## config.mk

```make
export PLATFORM = sky130hd
export DESIGN_NAME = xport_host
export DESIGN_NICKNAME = d
export VERILOG_FILES = /design/src/xport_pkg.sv /design/src/sync3.sv /design/src/xport_host.sv
export VERILOG_INCLUDE_DIRS = /design/src
export SDC_FILE = /design/constraint.sdc
export NUM_CORES = 1
export LEC_CHECK = 0
export BUFFER_PORTS_ARGS = -buffer_cell sky130_fd_sc_hd__buf_2
export CAP_MARGIN = 20
export CORE_UTILIZATION = 55
export CTS_CLUSTER_DIAMETER = 120
export DETAILED_ROUTE_END_ITERATION = 8
export GPL_ROUTABILITY_DRIVEN = 0
export PLACE_DENSITY = 0.83
export SLEW_MARGIN = 10
export SYNTH_ARGS = -nofsm -noshare
export SYNTH_HDL_FRONTEND = slang
export SYNTH_SLANG_ARGS = --single-unit
```

## constraint.sdc

```tcl
create_clock -name clock -period 5.77 [get_ports clock]
set_input_delay 0.2885 -clock clock [delete_from_list [all_inputs] [get_ports clock]]
set_output_delay 0.2885 -clock clock [all_outputs]
set_load 0.005 [all_outputs]
```

## src/xport_regs.svh

```systemverilog
// constants for the expansion port host controller
`ifndef XPORT_REGS_SVH
`define XPORT_REGS_SVH
`define XP_ADDR_W 10
`define XP_DATA_W 16
`define XP_CLK_NS 25
`define XP_BERR_NS 125000
`define XP_BERR_CYC ((`XP_BERR_NS + `XP_CLK_NS - 1) / `XP_CLK_NS)
`define XP_RST_CYC 520
`define XP_FAST_LAST 16'h0004
`define XP_FAST_HIGH 16'h0003
`define XP_SLOW_PHASE 32'h1797CC3A
`define XP_SOFT_LAST 3'h7
`define XP_SLOW_HIGH 32'h9999999A
`define XP_IPL_SERIAL 3'h3
`define XP_IPL_TIMER 3'h4
`define XP_IPL_NONE 3'h0
`endif

```

## src/xport_pkg.sv

```systemverilog
// types for the expansion port host controller
package xport_pkg;
   typedef enum logic [2:0] {ST_IDLE, ST_SETUP, ST_WAIT, ST_HOLD, ST_GAP} cycle_state_e;
   typedef enum logic [1:0] {WID_NONE, WID_BYTE, WID_HALF, WID_ERR} port_width_e;
endpackage : xport_pkg

```

## src/sync3.sv

```systemverilog
// three-flop synchroniser with agreement filter
`timescale 1ns/1ps
`default_nettype none
module sync3 #(parameter int W = 1, parameter logic [W-1:0] INIT = '1) (
   // clock and reset
   input wire logic clock,
   input wire logic resetn,
   // asynchronous in, filtered out
   input wire logic [W-1:0] async_in,
   output var logic [W-1:0] sync_out
);
   logic [W-1:0] s1_reg;
   logic [W-1:0] s2_reg;
   logic [W-1:0] s3_reg;
   genvar i;
   // per bit: chain and accept once stage two and three agree
   generate
      for (i = 0; i < W; i++) begin : g_bit
         always_ff @(posedge clock or negedge resetn) begin
            if (!resetn) begin
               s1_reg[i] <= INIT[i];
               s2_reg[i] <= INIT[i];
               s3_reg[i] <= INIT[i];
               sync_out[i] <= INIT[i];
            end else begin
               s1_reg[i] <= async_in[i];
               s2_reg[i] <= s1_reg[i];
               s3_reg[i] <= s2_reg[i];
               if (s2_reg[i] == s3_reg[i]) begin
                  sync_out[i] <= s3_reg[i];
               end
            end
         end
      end
   endgenerate
endmodule : sync3
`default_nettype wire

```

## src/xport_host.sv

```systemverilog
// host end of the asynchronous i/o expansion port
`timescale 1ns/1ps
`default_nettype none
`include "xport_regs.svh"
module xport_host
   import xport_pkg::*;
#(
   parameter int BERR_CYC = `XP_BERR_CYC
) (
   // clock and reset
   input wire logic clock,
   input wire logic resetn,
   // processor side request
   input wire logic req_valid,
   input wire logic req_read,
   input wire logic [`XP_ADDR_W-1:0] req_addr,
   input wire logic [`XP_DATA_W-1:0] req_wdata,
   input wire logic soft_reset,
   output logic req_ready,
   output logic done,
   output logic bus_error,
   output logic [1:0] done_width,
   output logic [`XP_DATA_W-1:0] rdata,
   output logic system_reset_seen,
   output logic [2:0] irq_level,
   // port address and control
   output logic [`XP_ADDR_W-1:0] port_addr,
   output logic port_rw,
   output logic port_sel_n,
   input wire logic byte_ack_n,
   input wire logic halfword_ack_n,
   // data 31..16 as three signals
   input wire logic [`XP_DATA_W-1:0] data_in,
   output logic [`XP_DATA_W-1:0] data_out,
   output logic data_oe,
   // shared reset line, open drain
   input wire logic rst_line_in,
   output logic rst_line_out,
   output logic rst_line_oe,
   // interrupt inputs
   input wire logic serial_irq_n,
   input wire logic timer_irq_n,
   // auxiliary clocks
   output logic aux_clock_fast,
   output logic aux_clock_slow
);
   cycle_state_e state_reg;
   logic [1:0] ack_n_s;
   logic [1:0] irq_n_s;
   logic rst_in_s;
   logic [31:0] to_reg;
   logic [9:0] rst_cnt_reg;
   logic [2:0] soft_cnt_reg;
   logic [15:0] fast_cnt_reg;
   logic fast_rise_reg;
   logic fast_fall_reg;
   logic [31:0] slow_acc_reg;
   logic acked;

   // synchronise acknowledges, interrupts and reset line
   // synchronised inputs
   sync3 #(.W(5), .INIT(5'h1F)) u_sync (
      .clock(clock),
      .resetn(resetn),
      .async_in({byte_ack_n, halfword_ack_n, serial_irq_n, timer_irq_n, rst_line_in}),
      .sync_out({ack_n_s, irq_n_s, rst_in_s})
   );

   assign acked = !(ack_n_s[1] && ack_n_s[0]);
   assign req_ready = (state_reg == ST_IDLE) && !rst_line_oe;

   // cycle sequencer
   always_ff @(posedge clock or negedge resetn) begin
      if (!resetn) begin
         state_reg <= ST_IDLE;
      end else begin
         case (state_reg)
            ST_IDLE: if (req_valid && req_ready) state_reg <= ST_SETUP;
            ST_SETUP: state_reg <= ST_WAIT;
            ST_WAIT: if (acked || to_reg >= 32'(BERR_CYC)) state_reg <= ST_HOLD;
            ST_HOLD: state_reg <= ST_GAP;
            ST_GAP: if (!acked) state_reg <= ST_IDLE;
            default: state_reg <= ST_IDLE;
         endcase
      end
   end

   // timeout counter from select assertion
   always_ff @(posedge clock or negedge resetn) begin
      if (!resetn) begin
         to_reg <= 32'h00000000;
      end else if (state_reg == ST_WAIT) begin
         to_reg <= to_reg + 32'h00000001;
      end else begin
         to_reg <= 32'h00000000;
      end
   end

   // address, direction, write data and select
   always_ff @(posedge clock or negedge resetn) begin
      if (!resetn) begin
         port_addr <= '0;
         port_rw <= 1'b1;
         data_out <= '0;
         data_oe <= 1'b0;
         port_sel_n <= 1'b1;
      end else begin
         if (state_reg == ST_IDLE && req_valid && req_ready) begin
            // one aligned unit, wider moves split upstream
            port_addr <= req_addr;
            port_rw <= req_read;
            data_out <= req_wdata;
            data_oe <= !req_read;
         end else if (state_reg == ST_GAP && !acked) begin
            data_oe <= 1'b0;
         end
         port_sel_n <= !(state_reg == ST_SETUP || (state_reg == ST_WAIT && !acked && to_reg < 32'(BERR_CYC)));
      end
   end

   // completion, width and read data capture
   always_ff @(posedge clock or negedge resetn) begin
      if (!resetn) begin
         done <= 1'b0;
         bus_error <= 1'b0;
         done_width <= WID_NONE;
         rdata <= '0;
      end else begin
         done <= 1'b0;
         bus_error <= 1'b0;
         if (state_reg == ST_WAIT && acked) begin
            done <= 1'b1;
            done_width <= !ack_n_s[0] ? WID_HALF : WID_BYTE;
            if (port_rw) rdata <= !ack_n_s[0] ? data_in : {8'h00, data_in[15:8]};
         end else if (state_reg == ST_WAIT && to_reg >= 32'(BERR_CYC)) begin
            bus_error <= 1'b1;
            done_width <= WID_ERR;
         end
      end
   end

   // drive reset line on soft reset
   always_ff @(posedge clock or negedge resetn) begin
      if (!resetn) begin
         soft_cnt_reg <= 3'h0;
         rst_line_oe <= 1'b1;
      end else begin
         if (soft_reset) soft_cnt_reg <= `XP_SOFT_LAST;
         else if (soft_cnt_reg != 3'h0) soft_cnt_reg <= soft_cnt_reg - 3'h1;
         rst_line_oe <= soft_reset || (soft_cnt_reg != 3'h0);
      end
   end
   assign rst_line_out = 1'b0;

   always_ff @(posedge clock or negedge resetn) begin
      if (!resetn) begin
         rst_cnt_reg <= 10'h000;
         system_reset_seen <= 1'b0;
      end else begin
         system_reset_seen <= 1'b0;
         if (rst_in_s || rst_line_oe) begin
            rst_cnt_reg <= 10'h000;
         end else if (rst_cnt_reg < 10'(`XP_RST_CYC)) begin
            rst_cnt_reg <= rst_cnt_reg + 10'h001;
            system_reset_seen <= (rst_cnt_reg == 10'(`XP_RST_CYC - 1));
         end
      end
   end

   always_ff @(posedge clock or negedge resetn) begin
      if (!resetn) begin
         irq_level <= `XP_IPL_NONE;
      end else if (!irq_n_s[0]) begin
         irq_level <= `XP_IPL_TIMER;
      end else if (!irq_n_s[1]) begin
         irq_level <= `XP_IPL_SERIAL;
      end else begin
         irq_level <= `XP_IPL_NONE;
      end
   end

   // fast clock divider, five clocks a period, high for three
   always_ff @(posedge clock or negedge resetn) begin
      if (!resetn) begin
         fast_cnt_reg <= 16'h0000;
         fast_rise_reg <= 1'b0;
      end else begin
         if (fast_cnt_reg == `XP_FAST_LAST) begin
            fast_cnt_reg <= 16'h0000;
         end else begin
            fast_cnt_reg <= fast_cnt_reg + 16'h0001;
         end
         fast_rise_reg <= (fast_cnt_reg < `XP_FAST_HIGH);
      end
   end
   // same phase half a clock later; five clocks cannot split evenly on one edge
   always_ff @(negedge clock or negedge resetn) begin
      if (!resetn) begin
         fast_fall_reg <= 1'b0;
      end else begin
         fast_fall_reg <= fast_rise_reg;
      end
   end
   // free-running output, 2.5 clocks high of 5, no glitch as the flops never move together
   assign aux_clock_fast = fast_rise_reg && fast_fall_reg;

   always_ff @(posedge clock or negedge resetn) begin
      if (!resetn) begin
         slow_acc_reg <= 32'h00000000;
         aux_clock_slow <= 1'b0;
      end else begin
         slow_acc_reg <= slow_acc_reg + `XP_SLOW_PHASE;
         aux_clock_slow <= (slow_acc_reg < `XP_SLOW_HIGH);
      end
   end
endmodule : xport_host
`default_nettype wire

```

Word level (Yosys, flattened, before mapping)
Cells that the tools add are included.
{ "op_classes": {"addsub": 5, "order_cmp": 5, "n_eq_ne": 14, "mux": 23, "n_reduce_logical": 27} }
{ "op_table": {"columns": ["op", "count"], "rows": [
  ["$add 32x1->32 const B", 1],
  ["$add 32x29->32 const B", 1],
  ["$ge 32x13->1 const B", 1],
  ["$lt 32x13->1 const B", 1],
  ["$lt 32x32->1 const B", 1],
  ["$mux 16", 2],
  ["$mux 32", 1],
  ["$mux 10", 2],
  ["$mux 3", 6],
  ["$add 16x1->16 const B", 1],
  ["$eq 16x3->1 const B", 1],
  ["$lt 16x2->1 const B", 1],
  ["$pmux 3 s5", 1],
  ["$logic_and 1x1->1", 11],
  ["$add 10x1->10 const B", 1],
  ["$eq 10x10->1 const B", 1],
  ["$lt 10x10->1 const B", 1],
  ["$mux 2", 4],
  ["$reduce_bool 2->1", 4],
  ["$mux 1", 7],
  ["$eq 3x2->1 const B", 2],
  ["$ne 2x2->1 const B", 3],
  ["$eq 1x1->1", 5],
  ["$logic_not 1->1", 4],
  ["other kinds (8)", 11]
]} }
{ "totals": {"register_bits": 173, "in_bits": 52, "out_inout_bits": 58} }

Logic depth before layout (Yosys ltp)
{ "logic_depth": {"ltp_word": 5, "ltp_mapped": 8, "mapped_depth_nobuf": 7} }

Cells and area by module
A second synthesis with hierarchy kept.
{ "hier_totals": {"hier_cells": 655, "area_unflattened_um2": 7462.2} }
{ "modules_own_cells": {"columns": ["mod", "instances", "cells_each", "area_per_inst_um2"], "rows": [
  ["xport_host", 1, 630, 6880.3],
  ["sync3", 1, 25, 581.8]
]} }

==> metrics <==
Slew headroom 0.450; fin. max-slew vios 0; Worst Tran Pin Value 0.824 ns; Critical Path Fanout Max 1; antenna cells 0; most frequent cells in the layout dfrtp_1 (147), buf_2 (107), nor2_1 (76), nand2_1 (50); fillers around 900; multi-input combinational cell area 2840 sq um; number of nets with antenna violations after routing 0; grt ovf 0; Die Ht 117 microns; Starting DRT DRC Count around 270; Num CTS Buffers 17; DRC viols 0; Crit Path Category flop to primary output; Avg WL per Cell 14.9 microns; initial antenna violation count 0; critical path launch point type flop; Required @ worst endpoint 5.48 ns; Syn Std Cell Area 7270 sq um; top_reg_cell synth dfrtp_1; VDD IR max roughly 250 uV; via count about 5000; Finished Layout Cells 933; Worst-Skew Late Latency roughly 0.42 ns; setup TNS 0 ns; post-synthesis sequential area ratio 0.592; RSZ-0062 raised after global routing no; Layout area overhead 18.9%; Sink Count 171; post-synthesis register bit count 171; worst path arrival time between 3 and 4 ns; Rows 41; commonest non-fill, non-tap cell in the layout dfrtp_1; fin nets between 800 and 900; Final setup viols 0; vias per inst about 5.3; largest net degree at the start of global routing 63; dpl cells 894; hpwl dp 9500 microns; Die X 117 microns; Largest register FFs 32; drt total wl 13900 microns; leading cell types by total area after synthesis dfrtp_1 (51%), dfstp_2 (8.3%), xnor2_1 (4.9%); htree depth 4; worst hold slack 0.0859 ns; first-pass GRT wire length around 23000 microns; CTS clk-pin slew, worst paths 0.06 ns; register area 4310 sq um; Die Area 13700 sq um; Finished Cell Area 8640 sq um; status complete, no violations; power per cell area 318 nW/um^2; Area after DPL ~8000 sq um; Synth Instances 629; post-synth top area cell dfrtp_1; Yosys top cell area share 0.506; Synth cell types 53; IO buf count 108; Initial Util 0.569; I/O pins 110; leakage dissipation 4.07 nW; Max clock buf depth 2; Total GRT Usage 0.219; max_cap viols 0; number of synthesized flops with an enable pin 0; Synthesis Warnings 0; CTS tree done; syn_area_per_cell between 10 and 15 sq um; clock root cell clkbuf_16; Worst Setup End Kind primary output; Post-synth ARST share 1.00; Post-CTS Resized 0; hold crit path type input pin to flop; final hold vios 0; Core Area roughly 13000 sq um; vias in the first global route 5030; layout cells sized above 1 0.271; DRT Pass-1 Iters 4; clock skew about 0.023 ns; Synthesized Nets 689
==> what timing repair did <==
action,4_1_cts,5_1_grt
hold buffers,6,0
setup buffers,0,0
hold endpoints to repair,46,0
==> path summary, 6_finish.rpt <==
check / start / end / slack, ns / depth (start not counted)
min: req_read / data_oe$_DFFE_PN0P_ / 0.09 / 2
min in group asynchronous: resetn / to_reg[6]$_DFF_PN0_ / 0.41 / 2
max reg2reg: fast_rise_reg$_DFF_PN0_ / fast_fall_reg$_DFF_NN0_ / 2.33 / 0
min reg2reg: u_sync.s1_reg[2]$_DFF_PN1_ / u_sync.s2_reg[2]$_DFF_PN1_ / 0.36 / 0
max in group asynchronous: resetn / fast_fall_reg$_DFF_NN0_ / 2.18 / 2
max: fast_fall_reg$_DFF_NN0_ / aux_clock_fast / 1.59 / 2
==> kinds of logic (layout without fill, tap and decap cells) <==
kind of cell,after synthesis,count (layout),share of synthesized area
AND/OR/NAND/NOR,237,237,0.159
flip-flops,171,171,0.592
XOR/XNOR,82,82,0.0988
AO/OA/AOI/OAI,57,57,0.0570
multiplexers,36,36,0.0542
buffers and inverters,32,164,0.0176
adder cells (fa/ha/maj),13,13,0.0207
other,1,1,0.000516
==> cell usage after synthesis (2+ instances only) <==
| library cell | n |
|---|---|
| a21oi_1 | 11 |
| and2_1 | 4 |
| and3_1 | 15 |
| and4_1 | 6 |
| buf_4 | 2 |
| clkbuf_1 | 15 |
| dfrtp_1 | 147 |
| dfstp_2 | 23 |
| ha_1 | 8 |
| inv_1 | 14 |
| maj3_1 | 5 |
| mux2_2 | 27 |
| mux2i_1 | 9 |
| nand2_1 | 50 |
| nand2b_1 | 12 |
| nand3_1 | 28 |
| nand4_1 | 10 |
| nor2_1 | 76 |
| nor2b_1 | 3 |
| nor3_1 | 9 |
| nor3b_1 | 2 |
| nor4_1 | 10 |
| o211ai_1 | 2 |
| o21ai_0 | 21 |
| o21ai_1 | 3 |
| o31ai_1 | 2 |
| or2_2 | 3 |
| or3_1 | 6 |
| or4_4 | 2 |
| xnor2_1 | 41 |
| xor2_1 | 41 |
==> area by class of cell <==
cell class	count	area share
timing repair buffer	118	0.0769
multi-input combinational	426	0.328
clock inverter	7	0.00724
tap	172	0.0249
inverter	14	0.00608
sequential	171	0.498
clock buffer	25	0.0585
==> power by group <==
part	total (mW)	switching, mW	internal, mW	leakage, nW
clock	1.09	0.438	0.648	0.283
sequential	1.36	0.0672	1.29	2.14
combinational	0.297	0.167	0.130	1.65
==> critical path, stage by stage, from the launching register on <==
cell,delay [ns]
dfrtn_1,0.39
and2_1,0.11
buf_2,0.11
==> stage by stage <==
stage / total power, mW / setup WS, ns / util
6_report: 2.74 / 1.59 / 0.677
5_1_grt: 2.86 / 1.55 / 0.677
4_1_cts: 2.75 / 1.57 / 0.675
3_5_place_dp: 1.66 / 2.02 / 0.626
3_3_place_gp: 1.64 / 2.01 / 0.624
2_1_floorplan: 1.52 / 2.12 / -
==> per-layer routing <==
metal | global-route usage | vias up | part of all wire
met3 | 0.0561 | 29 | 0.033
met2 | 0.365 | 92 | 0.51
li1 | - | 2366 | -
met4 | 0.0911 | 0 | 0.020
met1 | 0.274 | 2470 | 0.43
met5 | 0 | - | 0
Power figures use the tool's default switching activity.
